===== src/cdsc_defs.svh =====
// constants for the check diagnostic status capture block
`ifndef CDSC_DEFS_SVH
`define CDSC_DEFS_SVH

// diagnostic bit n counts from 1 at the msb of the 32-bit word
`define CDSC_POS(n) (32 - (n))

// parity word flags and copied fields (diagnostic bit numbers)
`define CDSC_P_CS_TYPE1       1
`define CDSC_P_CS_TYPE2       2
`define CDSC_P_BURST          3
`define CDSC_P_DMX_DIR        4
`define CDSC_P_CODE_HI        5
`define CDSC_P_CODE_LO        7
`define CDSC_P_CUM            8
`define CDSC_P_ECC_READ       9
`define CDSC_P_PREFETCH       10
`define CDSC_P_ADDR_IN        11
`define CDSC_P_RDX            12
`define CDSC_P_REGFILE        13
`define CDSC_P_REG_ADDR       14
`define CDSC_P_DMX_CYCLE      15
`define CDSC_P_AP_BOARD       16
`define CDSC_P_C_BOARD        17
`define CDSC_P_MDB_EVEN       18
`define CDSC_P_MDB_ODD        19
`define CDSC_P_MISS_MODULE    20
`define CDSC_P_MAB            21
`define CDSC_P_MAR_INC        22
`define CDSC_P_MA15           23
`define CDSC_P_MA16           24
`define CDSC_P_MISS_ECC_UNCORRECTABLE_FLAG      25
`define CDSC_P_MISS_ECCC      26
`define CDSC_P_CACHE_INDEX    27
`define CDSC_P_CACHE_ODD      28
`define CDSC_P_CACHE_EVEN     29
`define CDSC_P_CACHE_EXEC     30
`define CDSC_P_UNUSED_HI      31
`define CDSC_P_UNUSED_LO      32

// status word fields (diagnostic bit numbers)
`define CDSC_S_IMMEDIATE      1
`define CDSC_S_MACHINE        2
`define CDSC_S_MEM_PARITY     3
`define CDSC_S_MISSING        4
`define CDSC_S_MC_HI          5
`define CDSC_S_MC_LO          7
`define CDSC_S_CUM_OK         8
`define CDSC_S_ECC_UNCORRECTABLE_FLAG           9
`define CDSC_S_ECCC           10
`define CDSC_S_BACKUP_COUNT_INVALID           11
`define CDSC_S_BACKUP_HI      12
`define CDSC_S_BACKUP_LO      14
`define CDSC_S_DMX            15
`define CDSC_S_IO             16
`define CDSC_S_SYND_HI        17
`define CDSC_S_SYND_LO        22
`define CDSC_S_UNUSED         23
`define CDSC_S_MODULE         24
`define CDSC_S_RMA_INV        25
`define CDSC_S_UV_PASS        26
`define CDSC_S_UV_TEST_HI     27
`define CDSC_S_UV_TEST_LO     32

// register map, byte addresses on the lite bus
`define CDSC_AW               12
`define CDSC_A_PARITY         12'h000
`define CDSC_A_STATUS         12'h004
`define CDSC_A_CTRL           12'h008
`define CDSC_CTRL_EN          0
`define CDSC_CTRL_RELEASE     1
`define CDSC_CTRL_HELD        8
`define CDSC_CTRL_EN_RST      1'h1
`define CDSC_RESP_OKAY        2'h0
`define CDSC_RESP_SLVERR      2'h2
`define CDSC_ZERO32           32'h0000_0000

// synchronised input vector: check line, parity raw, status raw
`define CDSC_SYNC_W           65
`define CDSC_SYNC_CHK         64

`endif


===== src/cdsc_pkg.sv =====
// types of the check diagnostic status capture block
`include "cdsc_defs.svh"
package cdsc_pkg;

  // whole state of the capture top, registered in one process
  typedef struct packed {
    logic [31:0]           par_acc;
    logic [31:0]           par_cap;
    logic [31:0]           st_cap;
    logic                  held;
    logic                  rd_par;
    logic                  rd_st;
    logic                  chk_d;
    logic                  cap_en;
    logic                  awready;
    logic                  wready;
    logic                  aw_have;
    logic                  w_have;
    logic [`CDSC_AW-1:0]   aw_addr;
    logic [31:0]           w_data;
    logic [3:0]            w_strb;
    logic                  bvalid;
    logic [1:0]            bresp;
    logic                  arready;
    logic                  rvalid;
    logic [1:0]            rresp;
    logic [31:0]           rdata;
  } cdsc_state_s;

endpackage


===== src/cdsc_sync.sv =====
// two-flop synchroniser bank for the error and check input pins
`timescale 1ns/1ps
`include "cdsc_defs.svh"
module cdsc_sync #(
  parameter int W = `CDSC_SYNC_W
) (
  // clock and reset
  input  wire logic         aclk,
  input  wire logic         aresetn,
  // asynchronous levels in, synchronised levels out
  input  wire logic [W-1:0] async_in,
  output logic      [W-1:0] sync_out
);

  typedef struct packed {
    logic [W-1:0] s1;
    logic [W-1:0] s2;
  } cdsc_sync_s;

  cdsc_sync_s st_ff;
  cdsc_sync_s nxt_st;

  // per bit: first stage feeds only the second stage
  for (genvar i = 0; i < W; i++) begin : g_bit
    always_comb begin
      nxt_st.s1[i] = async_in[i];
      nxt_st.s2[i] = st_ff.s1[i];
    end
  end

  // synchronous reset clears both stages
  always_ff @(posedge aclk) begin
    if (!aresetn) begin
      st_ff <= '0;
    end else begin
      st_ff <= nxt_st;
    end
  end

  assign sync_out = st_ff.s2;

endmodule


===== src/cdsc_capture.sv =====
// check diagnostic status capture with an axi4-lite register slave
`timescale 1ns/1ps
`include "cdsc_defs.svh"
module cdsc_capture (
  // clock and reset
  input  wire logic                aclk,
  input  wire logic                aresetn,
  // axi4-lite write address
  input  wire logic                s_axi_awvalid,
  output logic                     s_axi_awready,
  input  wire logic [`CDSC_AW-1:0] s_axi_awaddr,
  input  wire logic [2:0]          s_axi_awprot,
  // axi4-lite write data
  input  wire logic                s_axi_wvalid,
  output logic                     s_axi_wready,
  input  wire logic [31:0]         s_axi_wdata,
  input  wire logic [3:0]          s_axi_wstrb,
  // axi4-lite write response
  output logic                     s_axi_bvalid,
  input  wire logic                s_axi_bready,
  output logic [1:0]               s_axi_bresp,
  // axi4-lite read address
  input  wire logic                s_axi_arvalid,
  output logic                     s_axi_arready,
  input  wire logic [`CDSC_AW-1:0] s_axi_araddr,
  input  wire logic [2:0]          s_axi_arprot,
  // axi4-lite read data
  output logic                     s_axi_rvalid,
  input  wire logic                s_axi_rready,
  output logic [31:0]              s_axi_rdata,
  output logic [1:0]               s_axi_rresp,
  // check request line, rising edge captures both words unless an earlier capture is still held
  input  wire logic                check_raise,
  // other parity sources
  input  wire logic                cs_parity_type1,
  input  wire logic                cs_parity_type2,
  input  wire logic                burst_dmx_parity,
  input  wire logic                dmx_output_dir,
  input  wire logic [2:0]          board_parity_code,
  input  wire logic                control_unit_memory_parity,
  input  wire logic                ecc_read_uncorrectable,
  input  wire logic                prefetch_board_parity,
  input  wire logic                addr_input_parity,
  input  wire logic                rdx_parity,
  input  wire logic                register_file_parity,
  input  wire logic                register_addr_parity,
  // board, bus and cache-miss parity sources
  input  wire logic                direct_memory_transfer_parity,
  input  wire logic                address_board_unit_parity,
  input  wire logic                c_board_parity,
  input  wire logic                memory_data_bus_even_parity,
  input  wire logic                memory_data_bus_odd_parity,
  input  wire logic                miss_missing_module,
  input  wire logic                memory_address_bus_parity,
  input  wire logic                memory_address_register_incr,
  input  wire logic                mem_addr_bit15_indicator,
  input  wire logic                mem_addr_bit16_indicator,
  input  wire logic                miss_ecc_uncorrectable,
  input  wire logic                miss_ecc_correctable,
  // cache read parity sources
  input  wire logic                cache_index_parity,
  input  wire logic                cache_data_odd_parity,
  input  wire logic                cache_data_even_parity,
  input  wire logic                cache_cycle_execute,
  // check status sources
  input  wire logic                check_immediate,
  input  wire logic                machine_check,
  input  wire logic                memory_parity_check,
  input  wire logic                missing_module_check,
  input  wire logic [2:0]          machine_check_code,
  input  wire logic                control_unit_memory_error,
  input  wire logic                ecc_uncorrectable_flag,
  input  wire logic                ecc_correctable_flag,
  input  wire logic                backup_count_invalid,
  input  wire logic [2:0]          pc_backup_count,
  input  wire logic                dmx_in_progress,
  input  wire logic                io_in_progress,
  input  wire logic [5:0]          ecc_syndrome,
  input  wire logic                error_addr_bit15,
  input  wire logic                error_address_invalid,
  input  wire logic                uverify_pass,
  input  wire logic [5:0]          uverify_test,
  // capture state for the check handler
  output logic                     diag_held
);

  ////////////////////////////////////////////////////////////////////////
  // raw pin words, assembled in diagnostic bit order before syncing
  logic [31:0]             raw_par;
  logic [31:0]             raw_st;
  logic [`CDSC_SYNC_W-1:0] s_vec;
  logic [31:0]             sp;
  logic [31:0]             sst;
  logic                    s_chk;

  // parity word layout, unused tail tied low
  assign raw_par = {cs_parity_type1, cs_parity_type2, burst_dmx_parity,
                    dmx_output_dir, board_parity_code,
                    control_unit_memory_parity, ecc_read_uncorrectable,
                    prefetch_board_parity, addr_input_parity, rdx_parity,
                    register_file_parity, register_addr_parity,
                    direct_memory_transfer_parity,
                    address_board_unit_parity, c_board_parity,
                    memory_data_bus_even_parity, memory_data_bus_odd_parity,
                    miss_missing_module, memory_address_bus_parity,
                    memory_address_register_incr, mem_addr_bit15_indicator,
                    mem_addr_bit16_indicator, miss_ecc_uncorrectable,
                    miss_ecc_correctable, cache_index_parity,
                    cache_data_odd_parity, cache_data_even_parity,
                    cache_cycle_execute, 2'h0};

  // status word layout; bit 8 reads low while control memory is in error
  assign raw_st = {check_immediate, machine_check, memory_parity_check,
                   missing_module_check, machine_check_code,
                   ~control_unit_memory_error, ecc_uncorrectable_flag,
                   ecc_correctable_flag, backup_count_invalid,
                   pc_backup_count, dmx_in_progress, io_in_progress,
                   ecc_syndrome, 1'h0, error_addr_bit15,
                   error_address_invalid, uverify_pass, uverify_test};

  // every check and error pin crosses two flops before any logic reads it, bar the inverter on control_unit_memory_error
  cdsc_sync #(
    .W (`CDSC_SYNC_W)
  ) u_sync (
    .aclk     (aclk),
    .aresetn  (aresetn),
    .async_in ({check_raise, raw_par, raw_st}),
    .sync_out (s_vec)
  );

  assign s_chk = s_vec[`CDSC_SYNC_CHK];
  assign sp    = s_vec[63:32];

  ////////////////////////////////////////////////////////////////////////
  // status word conditioning, taken whole at the check edge
  logic mem_err;

  assign mem_err = s_vec[`CDSC_POS(`CDSC_S_MEM_PARITY)] |
                   s_vec[`CDSC_POS(`CDSC_S_MISSING)];

  // qualifiers are only meaningful beside the memory parity flag, the module bit beside either memory check flag
  always_comb begin
    sst = s_vec[31:0];
    sst[`CDSC_POS(`CDSC_S_ECC_UNCORRECTABLE_FLAG)] = s_vec[`CDSC_POS(`CDSC_S_ECC_UNCORRECTABLE_FLAG)] &
      s_vec[`CDSC_POS(`CDSC_S_MEM_PARITY)];
    sst[`CDSC_POS(`CDSC_S_ECCC)] = s_vec[`CDSC_POS(`CDSC_S_ECCC)] &
      s_vec[`CDSC_POS(`CDSC_S_MEM_PARITY)];
    if (!s_vec[`CDSC_POS(`CDSC_S_MEM_PARITY)]) begin
      sst[`CDSC_POS(`CDSC_S_SYND_HI):`CDSC_POS(`CDSC_S_SYND_LO)] = '0;
    end
    sst[`CDSC_POS(`CDSC_S_UNUSED)] = 1'h0;
    sst[`CDSC_POS(`CDSC_S_MODULE)] =
      s_vec[`CDSC_POS(`CDSC_S_MODULE)] & mem_err;
  end

  ////////////////////////////////////////////////////////////////////////
  // parity word: sticky flags plus fields copied on their trigger
  logic [31:0] flag_mask;
  logic [31:0] copy_mask;
  logic [31:0] par_live;
  logic        miss_err;
  logic        cache_err;
  logic        board_err;
  logic        dmx_err;

  // copied fields are levels, everything else is a sticky flag
  always_comb begin
    copy_mask = '0;
    copy_mask[`CDSC_POS(`CDSC_P_DMX_DIR)] = 1'h1;
    copy_mask[`CDSC_POS(`CDSC_P_CODE_HI):`CDSC_POS(`CDSC_P_CODE_LO)] = '1;
    copy_mask[`CDSC_POS(`CDSC_P_MA15)] = 1'h1;
    copy_mask[`CDSC_POS(`CDSC_P_MA16)] = 1'h1;
    copy_mask[`CDSC_POS(`CDSC_P_CACHE_EXEC)] = 1'h1;
    flag_mask = ~copy_mask;
  end

  // triggers that decide when a copied field is refreshed
  assign miss_err  = sp[`CDSC_POS(`CDSC_P_MISS_MODULE)] |
                     sp[`CDSC_POS(`CDSC_P_MAB)] |
                     sp[`CDSC_POS(`CDSC_P_MISS_ECC_UNCORRECTABLE_FLAG)] |
                     sp[`CDSC_POS(`CDSC_P_MISS_ECCC)];
  assign cache_err = sp[`CDSC_POS(`CDSC_P_CACHE_INDEX)] |
                     sp[`CDSC_POS(`CDSC_P_CACHE_ODD)] |
                     sp[`CDSC_POS(`CDSC_P_CACHE_EVEN)];
  assign board_err = sp[`CDSC_POS(`CDSC_P_AP_BOARD)] |
                     sp[`CDSC_POS(`CDSC_P_C_BOARD)];
  assign dmx_err   = sp[`CDSC_POS(`CDSC_P_BURST)] |
                     sp[`CDSC_POS(`CDSC_P_DMX_CYCLE)];

  ////////////////////////////////////////////////////////////////////////
  // state register and next-state logic
  cdsc_pkg::cdsc_state_s st_ff;
  cdsc_pkg::cdsc_state_s nxt_st;

  logic aw_go;
  logic w_go;
  logic ar_go;
  logic release_now;
  logic cap_now;

  assign aw_go = s_axi_awvalid & st_ff.awready;
  assign w_go  = s_axi_wvalid & st_ff.wready;
  assign ar_go = s_axi_arvalid & st_ff.arready;
  // live parity word: stored flags, new events, refreshed copies
  always_comb begin
    par_live = (st_ff.par_acc & flag_mask) | (sp & flag_mask);
    par_live = par_live | (st_ff.par_acc & copy_mask);
    if (miss_err) begin
      par_live[`CDSC_POS(`CDSC_P_MA15)] = sp[`CDSC_POS(`CDSC_P_MA15)];
      par_live[`CDSC_POS(`CDSC_P_MA16)] = sp[`CDSC_POS(`CDSC_P_MA16)];
    end
    if (cache_err) begin
      par_live[`CDSC_POS(`CDSC_P_CACHE_EXEC)] =
        sp[`CDSC_POS(`CDSC_P_CACHE_EXEC)];
    end
    if (board_err) begin
      par_live[`CDSC_POS(`CDSC_P_CODE_HI):`CDSC_POS(`CDSC_P_CODE_LO)] =
        sp[`CDSC_POS(`CDSC_P_CODE_HI):`CDSC_POS(`CDSC_P_CODE_LO)];
    end
    if (dmx_err) begin
      par_live[`CDSC_POS(`CDSC_P_DMX_DIR)] = sp[`CDSC_POS(`CDSC_P_DMX_DIR)];
    end
    // unused tail never set
    par_live[`CDSC_POS(`CDSC_P_UNUSED_HI)] = 1'h0;
    par_live[`CDSC_POS(`CDSC_P_UNUSED_LO)] = 1'h0;
  end

  // main next-state process
  always_comb begin
    nxt_st = st_ff;
    release_now = 1'h0;
    // sticky flags keep accumulating until a capture takes them
    nxt_st.par_acc = par_live;
    nxt_st.chk_d   = s_chk;
    // write address and data are taken in either order
    if (aw_go) begin
      nxt_st.aw_have = 1'h1;
      nxt_st.awready = 1'h0;
      nxt_st.aw_addr = s_axi_awaddr;
    end
    if (w_go) begin
      nxt_st.w_have = 1'h1;
      nxt_st.wready = 1'h0;
      nxt_st.w_data = s_axi_wdata;
      nxt_st.w_strb = s_axi_wstrb;
    end
    // response once both halves are in
    if (st_ff.aw_have && st_ff.w_have && !st_ff.bvalid) begin
      nxt_st.bvalid  = 1'h1;
      nxt_st.aw_have = 1'h0;
      nxt_st.w_have  = 1'h0;
      nxt_st.bresp   = `CDSC_RESP_OKAY;
      if (st_ff.aw_addr == `CDSC_A_CTRL) begin
        if (st_ff.w_strb[0]) begin
          nxt_st.cap_en = st_ff.w_data[`CDSC_CTRL_EN];
          release_now   = st_ff.w_data[`CDSC_CTRL_RELEASE];
        end
      end else if (st_ff.aw_addr != `CDSC_A_PARITY &&
                   st_ff.aw_addr != `CDSC_A_STATUS) begin
        nxt_st.bresp = `CDSC_RESP_SLVERR;
      end
    end
    if (st_ff.bvalid && s_axi_bready) begin
      nxt_st.bvalid  = 1'h0;
      nxt_st.awready = 1'h1;
      nxt_st.wready  = 1'h1;
    end
    // read: data registered at the address handshake
    if (ar_go) begin
      nxt_st.arready = 1'h0;
      nxt_st.rvalid  = 1'h1;
      nxt_st.rresp   = `CDSC_RESP_OKAY;
      nxt_st.rdata   = `CDSC_ZERO32;
      case (s_axi_araddr)
        `CDSC_A_PARITY: begin
          nxt_st.rdata  = st_ff.par_cap;
          nxt_st.rd_par = st_ff.held;
        end
        `CDSC_A_STATUS: begin
          nxt_st.rdata = st_ff.st_cap;
          nxt_st.rd_st = st_ff.held;
        end
        `CDSC_A_CTRL: begin
          nxt_st.rdata[`CDSC_CTRL_EN]   = st_ff.cap_en;
          nxt_st.rdata[`CDSC_CTRL_HELD] = st_ff.held;
        end
        default: begin
          nxt_st.rresp = `CDSC_RESP_SLVERR;
        end
      endcase
    end
    if (st_ff.rvalid && s_axi_rready) begin
      nxt_st.rvalid  = 1'h0;
      nxt_st.arready = 1'h1;
    end
    // hold ends once the handler has read both words, or on release
    if (st_ff.held && st_ff.rd_par && st_ff.rd_st) begin
      release_now = 1'h1;
    end
    if (release_now) begin
      nxt_st.held   = 1'h0;
      nxt_st.rd_par = 1'h0;
      nxt_st.rd_st  = 1'h0;
    end
    // a check edge in the release cycle still captures: set beats clear
    cap_now = s_chk && !st_ff.chk_d && st_ff.cap_en &&
              (!st_ff.held || release_now);
    if (cap_now) begin
      nxt_st.par_cap = par_live;
      nxt_st.st_cap  = sst;
      nxt_st.par_acc = '0;
      nxt_st.held    = 1'h1;
      nxt_st.rd_par  = 1'h0;
      nxt_st.rd_st   = 1'h0;
    end
  end

  // synchronous reset to idle, capture enabled, words cleared
  always_ff @(posedge aclk) begin
    if (!aresetn) begin
      st_ff         <= '0;
      st_ff.cap_en  <= `CDSC_CTRL_EN_RST;
      st_ff.awready <= 1'h1;
      st_ff.wready  <= 1'h1;
      st_ff.arready <= 1'h1;
    end else begin
      st_ff <= nxt_st;
    end
  end

  ////////////////////////////////////////////////////////////////////////
  // outputs straight from the state register
  assign s_axi_awready = st_ff.awready;
  assign s_axi_wready  = st_ff.wready;
  assign s_axi_bvalid  = st_ff.bvalid;
  assign s_axi_bresp   = st_ff.bresp;
  assign s_axi_arready = st_ff.arready;
  assign s_axi_rvalid  = st_ff.rvalid;
  assign s_axi_rdata   = st_ff.rdata;
  assign s_axi_rresp   = st_ff.rresp;
  assign diag_held     = st_ff.held;

endmodule


===== config.mk =====
export PLATFORM = sky130hd
export DESIGN_NAME = cdsc_capture
export DESIGN_NICKNAME = d
export VERILOG_FILES = /design/src/cdsc_pkg.sv /design/src/cdsc_sync.sv /design/src/cdsc_capture.sv
export VERILOG_INCLUDE_DIRS = /design/src
export SDC_FILE = /design/constraint.sdc
export NUM_CORES = 1
export LEC_CHECK = 0
export ABC_AREA = 1
export BUFFER_PORTS_ARGS = -buffer_cell sky130_fd_sc_hd__buf_2
export CORE_MARGIN = 1.5
export CORE_UTILIZATION = 60
export DETAILED_ROUTE_END_ITERATION = 8
export PLACE_DENSITY = 0.85
export SLEW_MARGIN = 15
export SYNTH_ARGS = -nofsm -noshare
export SYNTH_HDL_FRONTEND = slang
export SYNTH_HIERARCHICAL = 1
export SYNTH_SLANG_ARGS = --single-unit

===== constraint.sdc =====
create_clock -name aclk -period 2.3 [get_ports aclk]
set_clock_uncertainty 0.1 [all_clocks]
set_input_delay 0.115 -clock aclk [delete_from_list [all_inputs] [get_ports aclk]]
set_output_delay 0.115 -clock aclk [all_outputs]
set_load 0.01 [all_outputs]

==> metrics.csv <==
stage,metric,value,unit
critical_path,arrival,2.58,ns
pwr,sw_frac_of_total,22.6,%
pwr,p_switching,2.35,mW
floorplan,initial_core_util,61.1,%
placement,place_area,10500,sq um
clock_tree,numCtsBuffers,27,
drt,ant_nets,0,
sta,fin_hold_ws,0.0593,ns
floorplan,die_y,132,um
pwr,power,10.4,mW
outcome,status,completed,
sta,rsz0062_at_grt,false,
placement,io_buffers,135,
finish,antenna_cells,0,
drt,dr.pass1.iters,6,
clock_tree,clk_latency,0.52,ns
hold_path,min_path_cells,5,
placement,globalplace.congestion,0.779,
drt,post_drt_wl_per_cell,14.6,um
synth,avgSynthCellArea,7.89,sq um
sta,worst_pin_slew,0.505,ns
floorplan,fp.dieW,132,um
hold_path,hp-class,in2reg,
drt,first_iter_violations,754,
sta,period_share,96.5,%
floorplan,coreArea,16500,sq um
finish,final_core_util,75.5,%
pwr,p_clk_share,43.2,%
sta,setup_slack,0.0813,ns
sta,fin_setup_tns,0,ns
pwr,power.leakage,6.59,nW
placement,hpwl,13000,um
placement,placed_cells,1539,
critical_path,required,2.66,ns
clock_tree,cts_sinks,276,
critical_path,cpMostUsedCell,dlygate4sd3_1,
sta,min_period,2.22,ns
sta,slew-limit-headroom,65.4,%
grt,grt_start_max_net_pins,103,
finish,final_cell_area,12400,sq um
flow_run,drv_cap,0,
clock_tree,cts_tree,done,
synth,syn_area,10100,sq um
pwr,p_int,8.06,mW
finish,layout_commonest_cell,nand2_1,
synth,netlist_instances,1275,
pwr,pwr-share-seq,48.9,%
clock_tree,clk_transition_reported_paths,0.06,ns
grt,grt_pass1_wl,39000,um
critical_path,cpMaxStageDelayCell,dlygate4sd3_1,
critical_path,path_max_fanout,51,
floorplan,ioPinCount,177,
sta,slew_viol_final,0,
grt,grt-ovfl-total,0,
pwr,combPwrFrac,7.9,%
finish,final_nets,1581,
finish,finalNonFillerCells,1685,
critical_path,startpoint_type,input port,
synth,synth_warnings,6,
critical_path,crit_type,in2reg,
sta,setup_viol,0,
finish,final_cell_mix,"nand2_1 (311), dfxtp_1 (276), inv_1 (187), nor2_1 (156), buf_2 (134)",
clock_tree,cts_max_level,1,
finish,drive_above_1_share,15.6,%
clock_tree,cts_root_buf,clkbuf_16,
grt,grt_pass1_vias,8403,
placement,place_ws,0.388,ns
floorplan,dieArea,17500,sq um
drt,viasPerCell,5.09,
grt,antenna_found_initial,0,
drt,via_count,8574,
finish,area_growth,23.6,%
critical_path,path_cells,"dlygate4sd3_1, buf_6, buf_16, o21ai_0, dlygate4sd3_1, a21oi_1, dlygate4sd3_1",
drt,drcViolationCount,0,
pwr,powerDensity,838,nW/um^2
pwr,vdd_drop_max,0.000616,V
floorplan,row_count,47,
critical_path,reg2reg_depth,5,
critical_path,worst_setup_path_end_kind,register,
critical_path,slowest_delay,0.59,ns
drt,postRouteWirelength,24700,um
clock_tree,cts_max_path_buffers,3,
sta,hold_viol,0,
grt,grtUsageTotal,27.4,%
sta,fmax,0.451,GHz
finish,fill_cells,1038,
-- state kept, by name, summed over array words and instances, names as in the netlist --
signal           cells
s_axi_bresp          1
s_axi_arready        1
st_ff              112
s_axi_wready         1
diag_held            1
u_sync/sync_out     62
s_axi_bvalid         1
s_axi_awready        1
s_axi_rdata         32
s_axi_rvalid         1
s_axi_rresp          1
u_sync/nxt_st       62
-- power groups by stage --
stage | combinational, mW | clock [mW] | sequential (mW)
detailed placement | 0.646 | 0 | 5.18
global placement | 0.625 | 0 | 5.18
finish | 0.827 | 4.50 | 5.09
global route | 0.909 | 4.75 | 5.10
floorplan | 0.475 | 0 | 5.16
CTS | 0.783 | 4.53 | 5.08
-- final cells by class --
class | count | area [sq um] | share of cell area (%)
Timing Repair Buffer | 246 | 1870 | 15.0
Clock buffer | 37 | 783 | 6.30
Sequential cell | 276 | 5530 | 44.5
Multi-Input combinational cell | 705 | 3120 | 25.1
Inverter | 190 | 717 | 5.77
Clock inverter | 11 | 136 | 1.10
Tap cell | 220 | 275 | 2.22
-- final timing paths --
kind | from | end | slack, ns
max | aresetn | st_ff[39] | 0.08
min | s_axi_wvalid | st_ff[87] | 0.06
max reg2reg | s_axi_wready | st_ff[39] | 0.13
min reg2reg | u_sync/nxt_st[4] | u_sync/sync_out[4] | 0.31
-- layer usage --
layer  vias up  wire length [um]  track usage, %
li1       4164                 -               -
met1      3938              9400            30.1
met2       380             12400            50.1
met3        92              1760            5.29
met5         -                 0               0
met4         0              1130            14.2
-- worst max-delay path, delay by kind of cell --
| kind | cells | cell delay [ns] |
|---|---|---|
| buf+inv | 5 | 2.17 |
| compound gates | 2 | 0.28 |
-- what timing repair did --
item | CTS | global route
setup buffers | 0 | 2
endpoints found under the setup margin | 0 | 30
gates resized for setup | 0 | 5
hold buffers | 95 | 0
endpoints found under the hold margin | 139 | 0
(Power assumes the default switching activity.)
